### config.mk
export PLATFORM = sky130hd
export DESIGN_NAME = ddr_init_sequencer
export DESIGN_NICKNAME = d
export VERILOG_FILES = /design/src/ddr_init_pkg.sv /design/src/wait_counter.sv /design/src/read_gate.sv /design/src/ddr_init_sequencer.sv
export VERILOG_INCLUDE_DIRS = /design/src
export SDC_FILE = /design/constraint.sdc
export NUM_CORES = 1
export LEC_CHECK = 0
export BUFFER_PORTS_ARGS = -buffer_cell sky130_fd_sc_hd__buf_4
export CAP_MARGIN = 15
export CORE_UTILIZATION = 30
export CTS_CLUSTER_SIZE = 24
export DETAILED_ROUTE_END_ITERATION = 8
export PLACE_DENSITY = 0.46
export SLEW_MARGIN = 0
export SYNTH_ARGS = -nofsm -noshare
export SYNTH_HDL_FRONTEND = slang
export SYNTH_SLANG_ARGS = --single-unit
### constraint.sdc
create_clock -name sys_clk -period 1.9 [get_ports sys_clk]
set_input_delay 0.38 -clock sys_clk [delete_from_list [all_inputs] [get_ports sys_clk]]
set_output_delay 0.38 -clock sys_clk [all_outputs]
set_load 0.01 [all_outputs]
### src/ddr_init_defs.svh
// timing counts, command encodings and mode bit positions for the power-up sequencer
`ifndef DDR_INIT_DEFS_SVH
`define DDR_INIT_DEFS_SVH
`define CLK_PERIOD_PS 25000
`define POWERUP_WAIT_US 200
`define POWERUP_WAIT_CYC ((`POWERUP_WAIT_US * 1000000 + `CLK_PERIOD_PS - 1) / `CLK_PERIOD_PS)
`define PRECHARGE_WAIT_NS 20
`define PRECHARGE_WAIT_CYC ((`PRECHARGE_WAIT_NS * 1000 + `CLK_PERIOD_PS - 1) / `CLK_PERIOD_PS)
`define MODE_SET_WAIT_NS 15
`define MODE_SET_WAIT_CYC ((`MODE_SET_WAIT_NS * 1000 + `CLK_PERIOD_PS - 1) / `CLK_PERIOD_PS)
`define REFRESH_CYCLE_WAIT_NS 75
`define REFRESH_CYCLE_WAIT_CYC ((`REFRESH_CYCLE_WAIT_NS * 1000 + `CLK_PERIOD_PS - 1) / `CLK_PERIOD_PS)
`define DLL_LOCK_CYC 200
// command pins {cs_n, ras_n, cas_n, we_n}
`define CMD_DESELECT 4'h8
`define CMD_NOP 4'h7
`define CMD_PRECHARGE 4'h2
`define CMD_REFRESH 4'h1
`define CMD_LOAD_MODE 4'h0
`define A10_BIT 10
`define DLL_RESET_BIT 8
`define DLL_DISABLE_BIT 0
`define DRIVE_STRENGTH_BIT 1
`define BA_BASE_MODE 2'h0
`define BA_EXT_MODE 2'h1
// software register offsets
`define REG_CTRL 4'h0
`define REG_MODE 4'h1
`define REG_STATUS 4'h2
`define CTRL_START 0
`define CTRL_REDUCED_DRIVE 1
`define CTRL_CLEAR_DLL 2
`define CTRL_REFRESH_EARLY 3
`endif

### src/ddr_init_pkg.sv
// types shared by the power-up sequencer
package ddr_init_pkg;
	typedef enum logic [3:0] {
		ST_IDLE, ST_POWER_WAIT, ST_FIRST_NOP, ST_PRE1, ST_EMR, ST_MR, ST_PRE2,
		ST_REF1, ST_REF2, ST_MR_CLEAR, ST_DONE
	} init_state_e;
	typedef logic [3:0] cmd_t;
	typedef logic [13:0] addr_t;
endpackage

### src/wait_counter.sv
// loadable down counter used for the precharge, mode set and refresh waits
module wait_counter (
	// clock and reset
	input wire logic sys_clk,
	input wire logic rst,
	// load and status
	input wire logic load,
	input wire logic [15:0] count,
	output logic expired
);
	typedef struct packed {
		logic [15:0] cnt;
	} wait_s;
	wait_s state_q;
	wait_s state_d;

	// a load of n gives n cycles before expired rises
	always_comb begin
		state_d = state_q;
		if (load) begin
			state_d.cnt = count;
		end else if (state_q.cnt != 16'h0000) begin
			state_d.cnt = state_q.cnt - 16'h0001;
		end
	end

	always_ff @(posedge sys_clk) begin
		if (rst) begin
			state_q <= '0;
		end else begin
			state_q <= state_d;
		end
	end

	// no bypass from load: the caller's load depends on expired, so a bypass would loop
	assign expired = (state_q.cnt == 16'h0000);
endmodule

### src/read_gate.sv
// counts clocks after a dll reset and gates read commands until lock
module read_gate (
	// clock and reset
	input wire logic sys_clk,
	input wire logic rst,
	// dll reset event and gate
	input wire logic dll_reset,
	output logic reads_allowed
);
	`include "ddr_init_defs.svh"
	typedef struct packed {
		logic [7:0] cnt;
		logic armed;
	} gate_s;
	gate_s state_q;
	gate_s state_d;

	// reads stay blocked until the full lock time has passed
	always_comb begin
		state_d = state_q;
		if (dll_reset) begin
			state_d.cnt = 8'(`DLL_LOCK_CYC);
			state_d.armed = 1'b1;
		end else if (state_q.cnt != 8'h00) begin
			state_d.cnt = state_q.cnt - 8'h01;
		end
	end

	always_ff @(posedge sys_clk) begin
		if (rst) begin
			state_q <= '0;
		end else begin
			state_q <= state_d;
		end
	end

	assign reads_allowed = state_q.armed && (state_q.cnt == 8'h00); // RL8
endmodule

### src/ddr_init_sequencer.sv
// power-up initialization sequencer driving a ddr memory module
// Behaviour
// (RL1) cke low, clocks stable, 200us wait
// (RL2) at least one nop after raising cke
// (RL3) device cke becomes sstl input afterwards
// (RL4) precharge all, then precharge wait with nops
// (RL5) extended mode: dll enabled, drive bit, zeros
// (RL6) mode set wait after each load mode
// (RL7) base mode write with dll reset
// (RL8) 200 clocks from dll reset to read
// (RL9) second precharge all, then precharge wait
// (RL10) two refreshes, each with refresh wait
// (RL11) optional final load mode clearing dll reset
// (RL12) device accepts commands after last wait
// (RL13) frequency change needs dll reset, 200 clocks
// (RL14) waits rounded up, nops every edge
// (RL15) ready after sequence, reads blocked until lock
module ddr_init_sequencer (
	// clock and reset
	input wire logic sys_clk,
	input wire logic rst,
	// software register port
	input wire logic [3:0] reg_addr,
	input wire logic [15:0] reg_wdata,
	input wire logic reg_wr,
	input wire logic reg_rd,
	output logic [15:0] reg_rdata,
	// read request from the memory controller core
	input wire logic read_req,
	output logic read_grant,
	// memory module command pins
	output logic mem_cke,
	output logic mem_cs_n,
	output logic mem_ras_n,
	output logic mem_cas_n,
	output logic mem_we_n,
	output ddr_init_pkg::addr_t mem_addr,
	output logic [1:0] mem_ba,
	// status
	output logic init_ready
);
	import ddr_init_pkg::*;
	`include "ddr_init_defs.svh"

	parameter int POWERUP_CYCLES = `POWERUP_WAIT_CYC;

	typedef struct packed {
		init_state_e st;
		logic issued;
		logic cke;
		cmd_t cmd;
		addr_t addr;
		logic [1:0] ba;
		logic [15:0] rdata;
		logic [3:0] ctrl;
		logic [11:0] mode;
		logic ready;
		logic [13:0] pw_cnt;
	} seq_s;
	seq_s s_q;
	seq_s s_d;

	logic wait_load;
	logic [15:0] wait_count;
	logic wait_done;
	logic dll_reset_pulse;
	logic reads_ok;

	wait_counter u_wait (
		.sys_clk(sys_clk),
		.rst(rst),
		.load(wait_load),
		.count(wait_count),
		.expired(wait_done)
	);

	read_gate u_gate (
		.sys_clk(sys_clk),
		.rst(rst),
		.dll_reset(dll_reset_pulse),
		.reads_allowed(reads_ok)
	);

	// sequence and register file in one next-state process
	always_comb begin
		s_d = s_q;
		wait_load = 1'b0;
		wait_count = 16'h0000;
		dll_reset_pulse = 1'b0;
		s_d.cmd = `CMD_NOP; // RL14
		s_d.addr = '0;
		s_d.ba = 2'h0;
		s_d.issued = 1'b0; // blocks a repeat while the counter reloads
		s_d.rdata = 16'h0000;
		// register access
		if (reg_wr) begin
			unique case (reg_addr)
				`REG_CTRL: s_d.ctrl = reg_wdata[3:0];
				`REG_MODE: s_d.mode = reg_wdata[11:0];
				default: ;
			endcase
		end
		if (reg_rd) begin
			unique case (reg_addr)
				`REG_CTRL: s_d.rdata = {12'h000, s_q.ctrl};
				`REG_MODE: s_d.rdata = {4'h0, s_q.mode};
				`REG_STATUS: s_d.rdata = {10'h000, reads_ok, s_q.ready, s_q.st};
				default: s_d.rdata = 16'h0000;
			endcase
		end
		unique case (s_q.st)
			// parked with cke low until software sets the start bit
			ST_IDLE: begin
				s_d.cke = 1'b0; // RL1
				s_d.cmd = `CMD_DESELECT;
				if (s_q.ctrl[`CTRL_START]) begin
					s_d.st = ST_POWER_WAIT;
					s_d.pw_cnt = 14'(POWERUP_CYCLES);
				end
			end
			ST_POWER_WAIT: begin
				// cke held low for the full settle time; counted in the local 14-bit pw_cnt rather than the 16-bit wait counter
				s_d.cmd = `CMD_DESELECT;
				if (s_q.pw_cnt != 14'h0000) begin
					s_d.pw_cnt = s_q.pw_cnt - 14'h0001; // RL1
				end else begin
					s_d.cke = 1'b1; // RL3
					s_d.st = ST_FIRST_NOP;
				end
			end
			// one quiet cycle with cke high before any real command
			ST_FIRST_NOP: begin
				s_d.st = ST_PRE1; // RL2
			end
			// first precharge all; the counter is idle here so it goes out at once
			ST_PRE1: begin
				if (!s_q.issued && wait_done) begin
					s_d.cmd = `CMD_PRECHARGE; // RL4
					s_d.addr[`A10_BIT] = 1'b1;
					wait_load = 1'b1;
					wait_count = 16'(`PRECHARGE_WAIT_CYC);
					s_d.issued = 1'b1;
					s_d.st = ST_EMR;
				end
			end
			// extended mode first: dll on, drive strength from control
			ST_EMR: begin
				if (wait_done && !s_q.issued) begin
					s_d.cmd = `CMD_LOAD_MODE; // RL5
					s_d.ba = `BA_EXT_MODE;
					s_d.addr[`DLL_DISABLE_BIT] = 1'b0;
					s_d.addr[`DRIVE_STRENGTH_BIT] = s_q.ctrl[`CTRL_REDUCED_DRIVE];
					wait_load = 1'b1;
					wait_count = 16'(`MODE_SET_WAIT_CYC); // RL6
					s_d.issued = 1'b1;
					s_d.st = ST_MR;
				end
			end
			// base mode with dll reset; also the re-entry point after a clock change
			ST_MR: begin
				if (wait_done && !s_q.issued) begin
					s_d.cmd = `CMD_LOAD_MODE; // RL7
					s_d.ba = `BA_BASE_MODE;
					s_d.addr = {2'h0, s_q.mode};
					s_d.addr[`DLL_RESET_BIT] = 1'b1;
					dll_reset_pulse = 1'b1; // RL13
					wait_load = 1'b1;
					wait_count = 16'(`MODE_SET_WAIT_CYC); // RL6
					s_d.issued = 1'b1;
					s_d.st = s_q.ctrl[`CTRL_REFRESH_EARLY] ? ST_REF1 : ST_PRE2;
				end
			end
			ST_PRE2: begin
				if (wait_done && !s_q.issued) begin
					s_d.cmd = `CMD_PRECHARGE; // RL9
					s_d.addr[`A10_BIT] = 1'b1;
					wait_load = 1'b1;
					wait_count = 16'(`PRECHARGE_WAIT_CYC);
					s_d.issued = 1'b1;
					// with early refresh both refreshes already ran
					s_d.st = s_q.ctrl[`CTRL_REFRESH_EARLY] ? ST_MR_CLEAR : ST_REF1;
				end
			end
			// both refreshes share one body; control bit 3 decides where they sit
			ST_REF1, ST_REF2: begin
				if (wait_done && !s_q.issued) begin
					s_d.cmd = `CMD_REFRESH; // RL10
					wait_load = 1'b1;
					wait_count = 16'(`REFRESH_CYCLE_WAIT_CYC);
					s_d.issued = 1'b1;
					if (s_q.st == ST_REF1) begin
						s_d.st = ST_REF2;
					end else begin
						s_d.st = s_q.ctrl[`CTRL_REFRESH_EARLY] ? ST_PRE2 : ST_MR_CLEAR;
					end
				end
			end
			// optional dll-clear write; when skipped the dll reset bit stays as last written
			ST_MR_CLEAR: begin
				if (wait_done && !s_q.issued) begin
					if (s_q.ctrl[`CTRL_CLEAR_DLL]) begin
						// same operating parameters, dll reset bit low
						s_d.cmd = `CMD_LOAD_MODE; // RL11
						s_d.ba = `BA_BASE_MODE;
						s_d.addr = {2'h0, s_q.mode};
						s_d.addr[`DLL_RESET_BIT] = 1'b0;
						wait_load = 1'b1;
						wait_count = 16'(`MODE_SET_WAIT_CYC); // RL6
						s_d.issued = 1'b1;
					end
					s_d.st = ST_DONE;
				end
			end
			// ready only once the last wait has run out
			ST_DONE: begin
				if (wait_done && !s_q.issued) begin
					s_d.ready = 1'b1; // RL15
				end
				// a new start request re-resets the dll, e.g. after a clock change
				if (s_q.ready && reg_wr && reg_addr == `REG_CTRL && reg_wdata[`CTRL_START]) begin
					s_d.ready = 1'b0;
					s_d.st = ST_MR; // RL13
				end
			end
			default: s_d.st = ST_IDLE;
		endcase
	end

	always_ff @(posedge sys_clk) begin
		if (rst) begin
			s_q <= '{st: ST_IDLE, issued: 1'b0, cke: 1'b0, cmd: `CMD_DESELECT, addr: '0,
				ba: 2'h0, rdata: 16'h0000, ctrl: 4'h0, mode: 12'h000, ready: 1'b0,
				pw_cnt: 14'h0000};
		end else begin
			s_q <= s_d;
		end
	end

	// command pins come straight from flip-flops
	assign mem_cke = s_q.cke;
	assign mem_cs_n = s_q.cmd[3];
	assign mem_ras_n = s_q.cmd[2];
	assign mem_cas_n = s_q.cmd[1];
	assign mem_we_n = s_q.cmd[0];
	assign mem_addr = s_q.addr;
	assign mem_ba = s_q.ba;
	assign reg_rdata = s_q.rdata;
	assign init_ready = s_q.ready; // RL12
	assign read_grant = read_req && s_q.ready && reads_ok; // RL15
endmodule

==> impl_metrics.prom <==
# TYPE chip_impl_metric gauge
chip_impl_info{name="status",value="finished with violations"} 1
chip_impl_info{name="failing_checks",value="setup timing"} 1
chip_impl_metric{name="latest_clock_arrival_within_the_worst_skew_pair",unit="ns"} 0.35
chip_impl_info{name="clock_tree_from_tritoncts",value="done"} 1
chip_impl_metric{name="synth_cell_type_count",unit=""} 60
chip_impl_metric{name="arrival",unit="ns"} 1.59
chip_impl_metric{name="layout_cell_share_with_drive_strength_beyond_1",unit=""} 0.330
chip_impl_metric{name="final_worst_clock_skew",unit="ns"} 0.00809
chip_impl_info{name="post-synth-top-count-cell",value="sky130_fd_sc_hd__dfxtp_1"} 1
chip_impl_info{name="clock_root_cell",value="sky130_fd_sc_hd__clkbuf_16"} 1
chip_impl_metric{name="cts-htree-levels",unit=""} 3
chip_impl_metric{name="antenna_violations_before_repair",unit=""} 0
chip_impl_metric{name="route.detailed.drc",unit=""} 0
chip_impl_metric{name="synth_top_area_frac",unit=""} 0.416
chip_impl_metric{name="die_w",unit="um"} 123
chip_impl_metric{name="global_route.usage.total",unit=""} 0.145
chip_impl_metric{name="die-area",unit="um2"} 15100
chip_impl_info{name="gr-max-usage-layer",value="met2"} 1
chip_impl_metric{name="fin_util",unit=""} 0.410
chip_impl_metric{name="met3_usage",unit=""} 0.0258
chip_impl_metric{name="postLayoutCellArea",unit="um2"} 5760
chip_impl_metric{name="total_power",unit="mW"} 9.11
chip_impl_metric{name="powerDensity",unit="nW/um2"} 1580
chip_impl_metric{name="first_pass_grt_wire_length",unit="mm"} 16.8
chip_impl_metric{name="route.vias.total",unit=""} 3692
chip_impl_metric{name="post_synth_inst_count",unit=""} 496
chip_impl_metric{name="finalCriticalPeriod",unit="ns"} 1.97
chip_impl_metric{name="design.core.area",unit="um2"} 14000
chip_impl_info{name="synthFlopType",value="sky130_fd_sc_hd__dfxtp_1"} 1
chip_impl_metric{name="maxClockFrequency",unit="GHz"} 0.508
chip_impl_metric{name="finalMaxSlewViolations",unit=""} 0
chip_impl_metric{name="cts_hold_buf",unit=""} 0
chip_impl_metric{name="gr-usage-met1",unit=""} 0.196
chip_impl_metric{name="number_of_setup_violations_in_the_final_report",unit=""} 2
chip_impl_metric{name="detailed_place.area",unit="um2"} 5160
chip_impl_metric{name="vias_per_cell",unit=""} 4.81
chip_impl_info{name="min-delay-path-class",value="primary input to flip-flop"} 1
chip_impl_metric{name="num_rows",unit=""} 43
chip_impl_metric{name="numPortBuffers",unit=""} 52
chip_impl_metric{name="report.final.hold_viol_count",unit=""} 0
chip_impl_info{name="worstSetupEndpointType",value="primary output"} 1
chip_impl_metric{name="number_of_flops_mapped_to_enable_cells_by_yosys",unit=""} 0
chip_impl_metric{name="tritoncts.num_buffers",unit=""} 9
chip_impl_info{name="worst_setup_path_endpoint",value="read_grant"} 1
chip_impl_metric{name="yosys.area_share.xor_xnor",unit=""} 0.0459
chip_impl_metric{name="antennaDiodeCount",unit=""} 0
chip_impl_info{name="critical_path.reg2reg.endpoint",value="s_q[70]"} 1
chip_impl_info{name="synthDominantAreaCellType",value="sky130_fd_sc_hd__dfxtp_1"} 1
chip_impl_metric{name="synthMuxAreaShare",unit=""} 0.0365
chip_impl_metric{name="fin_cells",unit=""} 768
chip_impl_metric{name="total_leakage_power",unit="nW"} 2.38
chip_impl_metric{name="boundaryPins",unit=""} 64
chip_impl_metric{name="drt-wirelength-per-cell",unit="um"} 14.1
chip_impl_info{name="worstSetupPathType",value="flip-flop to primary output"} 1
chip_impl_metric{name="placed_cells_incl_taps",unit=""} 739
chip_impl_metric{name="first_global_vias",unit=""} 3360
chip_impl_metric{name="finalWorstSetupSlack",unit="ns"} -0.0689
chip_impl_metric{name="postSynthRegisterBits",unit=""} 91
chip_impl_info{name="worstSetupStartpointType",value="flip-flop"} 1
chip_impl_metric{name="clockBufferDepth",unit=""} 2
chip_impl_metric{name="synth_sequential_area_ratio",unit=""} 0.416
chip_impl_metric{name="drtPass1Iterations",unit=""} 4
chip_impl_metric{name="synth.cell_area",unit="um2"} 4380
chip_impl_metric{name="vdd.ir_drop.worst",unit="mV"} 0.541
chip_impl_metric{name="max_cap_viol_count",unit=""} 0
chip_impl_metric{name="r2r.worst_path.cells",unit=""} 8
chip_impl_metric{name="totalWireLength",unit="mm"} 10.8
chip_impl_info{name="synth_top_cells_by_area",value="sky130_fd_sc_hd__dfxtp_1 (42%), sky130_fd_sc_hd__buf_4 (5.5%), sky130_fd_sc_hd__nor2_1 (5.5%), sky130_fd_sc_hd__a21oi_1 (4.0%), sky130_fd_sc_hd__mux2i_1 (3.7%)"} 1
chip_impl_metric{name="yosys_warnings",unit=""} 0
chip_impl_metric{name="layout-area-overhead-vs-synth",unit="%"} 31.5
chip_impl_metric{name="start_util",unit=""} 0.312
chip_impl_metric{name="synth_simple_gate_area_share",unit=""} 0.273
chip_impl_info{name="slowest_stage",value="sky130_fd_sc_hd__or3_4"} 1
chip_impl_metric{name="slowest_delay",unit="ns"} 0.40
chip_impl_metric{name="clk_pin_slew",unit="ns"} 0.07
chip_impl_info{name="synth_top_family_by_area",value="simple AND/OR/NAND/NOR gates"} 1
chip_impl_info{name="critical_path.cell_chain",value="or3_4 > nor4_4 > and4_1 > buf_4"} 1
chip_impl_metric{name="final_nets",unit=""} 613
chip_impl_metric{name="synth_area_per_cell",unit="um2"} 8.84
chip_impl_metric{name="synth_compound_gate_area_share",unit=""} 0.128
chip_impl_metric{name="crit_fanout",unit=""} 2
chip_impl_metric{name="drt_iter0_drc",unit=""} 222
chip_impl_metric{name="synth_fa_ha_area_frac",unit=""} 0.0143
chip_impl_info{name="synthTopCellsByCount",value="sky130_fd_sc_hd__dfxtp_1 (91), sky130_fd_sc_hd__nor2_1 (64), sky130_fd_sc_hd__a21oi_1 (35)"} 1
chip_impl_metric{name="die-height",unit="um"} 123
chip_impl_info{name="critical_path.reg2reg.startpoint",value="u_wait.state_q[0]"} 1
chip_impl_metric{name="postRouteAntennaNets",unit=""} 0
chip_impl_metric{name="grt-ovfl-total",unit=""} 0
chip_impl_metric{name="cp_data_required_time",unit="ns"} 1.52
chip_impl_metric{name="min_period_over_period",unit=""} 1.04
chip_impl_metric{name="setup.reg_to_reg.worst_slack",unit="ns"} -0.02
chip_impl_metric{name="hold_slack",unit="ns"} 0.260
chip_impl_metric{name="global_route.usage.met2",unit=""} 0.220
chip_impl_info{name="grt_setup_unrepaired",value="true"} 1
chip_impl_metric{name="post-dp-hpwl",unit="mm"} 7.52
chip_impl_metric{name="gp_congestion",unit=""} 0.762
chip_impl_metric{name="grt_start_max_net_pins",unit=""} 49
chip_impl_metric{name="ys_async_sr_fraction",unit=""} 0
chip_impl_metric{name="numClockSinks",unit=""} 91
chip_impl_info{name="cp-startpoint",value="u_gate.state_q[4]"} 1
## worst max-delay path, delay by kind of cell (launching register included)
| kind | cells | cell delay [ns] |
|---|---|---|
| DFF | 1 | 0.32 |
| buffers and inverters | 1 | 0.12 |
| and+or+nand+nor | 3 | 0.81 |
## cells in the final DEF, fill, tap and decap left out, drive strengths merged, types with 7 or more instances in the layout
| cell type | instances |
|---|---|
| xor2 | 14 |
| mux2i | 16 |
| nand2b | 11 |
| nand2 | 24 |
| dfxtp | 91 |
| nand4 | 7 |
| o21ai | 11 |
| inv | 16 |
| nor3 | 12 |
| conb | 7 |
| xnor2 | 9 |
| nor2 | 65 |
| clkbuf | 9 |
| nor4 | 14 |
| nand3 | 13 |
| a21oi | 35 |
| buf | 123 |
| nor2b | 8 |
| or3 | 15 |
| and2 | 15 |
## per-layer routing
metal  up-vias  part of all wire
met2        83              0.45
li1       1879                 -
met4         0             0.019
met1      1717              0.48
met5         -                 0
met3        13             0.050
## cells by family (layout without fill, tap and decap cells)
kind of cell | count (synthesis) | after routing
compound gates | 86 | 86
xor+xnor | 23 | 23
fa+ha+maj | 5 | 5
buf+inv | 66 | 152
flops | 91 | 91
mux | 16 | 16
other cells | 1 | 7
simple gates | 208 | 208
## metrics by stage
step	setup TNS, ns	worst slack (ns)
after CTS	-0.164	-0.164
after global placement	-0.644	-0.0988
after detailed placement	-1.16	-0.136
after global routing	-0.904	-0.133
final	-0.0853	-0.0689
after floorplan	0	0.0970
## state kept, by name, summed over array words and instances, names as in the netlist
register,flops
mem_ba,1
mem_cs_n,1
reg_rdata,12
init_ready,1
mem_cas_n,1
s_q,35
mem_addr,12
mem_we_n,1
mem_ras_n,1
mem_cke,1
u_gate.state_q,9
u_wait.state_q,16
## how the worst min path moves through the flow
stage                     slack (ns)    startpoint           end  cells past startpoint
after global routing            0.25  reg_wdata[6]       s_q[21]                      3
after global placement          0.44       s_q[23]  reg_rdata[8]                      1
final                           0.26  reg_wdata[6]       s_q[21]                      3
after CTS                       0.25  reg_wdata[6]       s_q[21]                      3
after floorplan                 0.43       s_q[23]  reg_rdata[8]                      1
after detailed placement        0.44       s_q[23]  reg_rdata[8]                      1
## power by group
part	switching [mW]	internal [mW]	total (mW)
Clock	0.821	1.04	1.86
Sequential	0.341	2.26	2.60
Combinational	2.33	2.32	4.65
## what timing repair did
action / CTS / global route
endpoints found under the setup margin: 16 / 32
buffers inserted: 9 / 5
pin swaps: 9 / 17
gates resized for setup: 14 / 33
## layout make-up
type | instances | area (um2)
Clock buffer | 9 | 225
Fill cell | 1394 | 8280
Clock inverter | 7 | 82.6
Sequential cell | 91 | 1830
Tap cell | 180 | 225
Inverter | 13 | 48.8
Multi-Input combinational cell | 345 | 2390
Timing Repair Buffer | 123 | 960
Power figures use the tool's default switching activity.
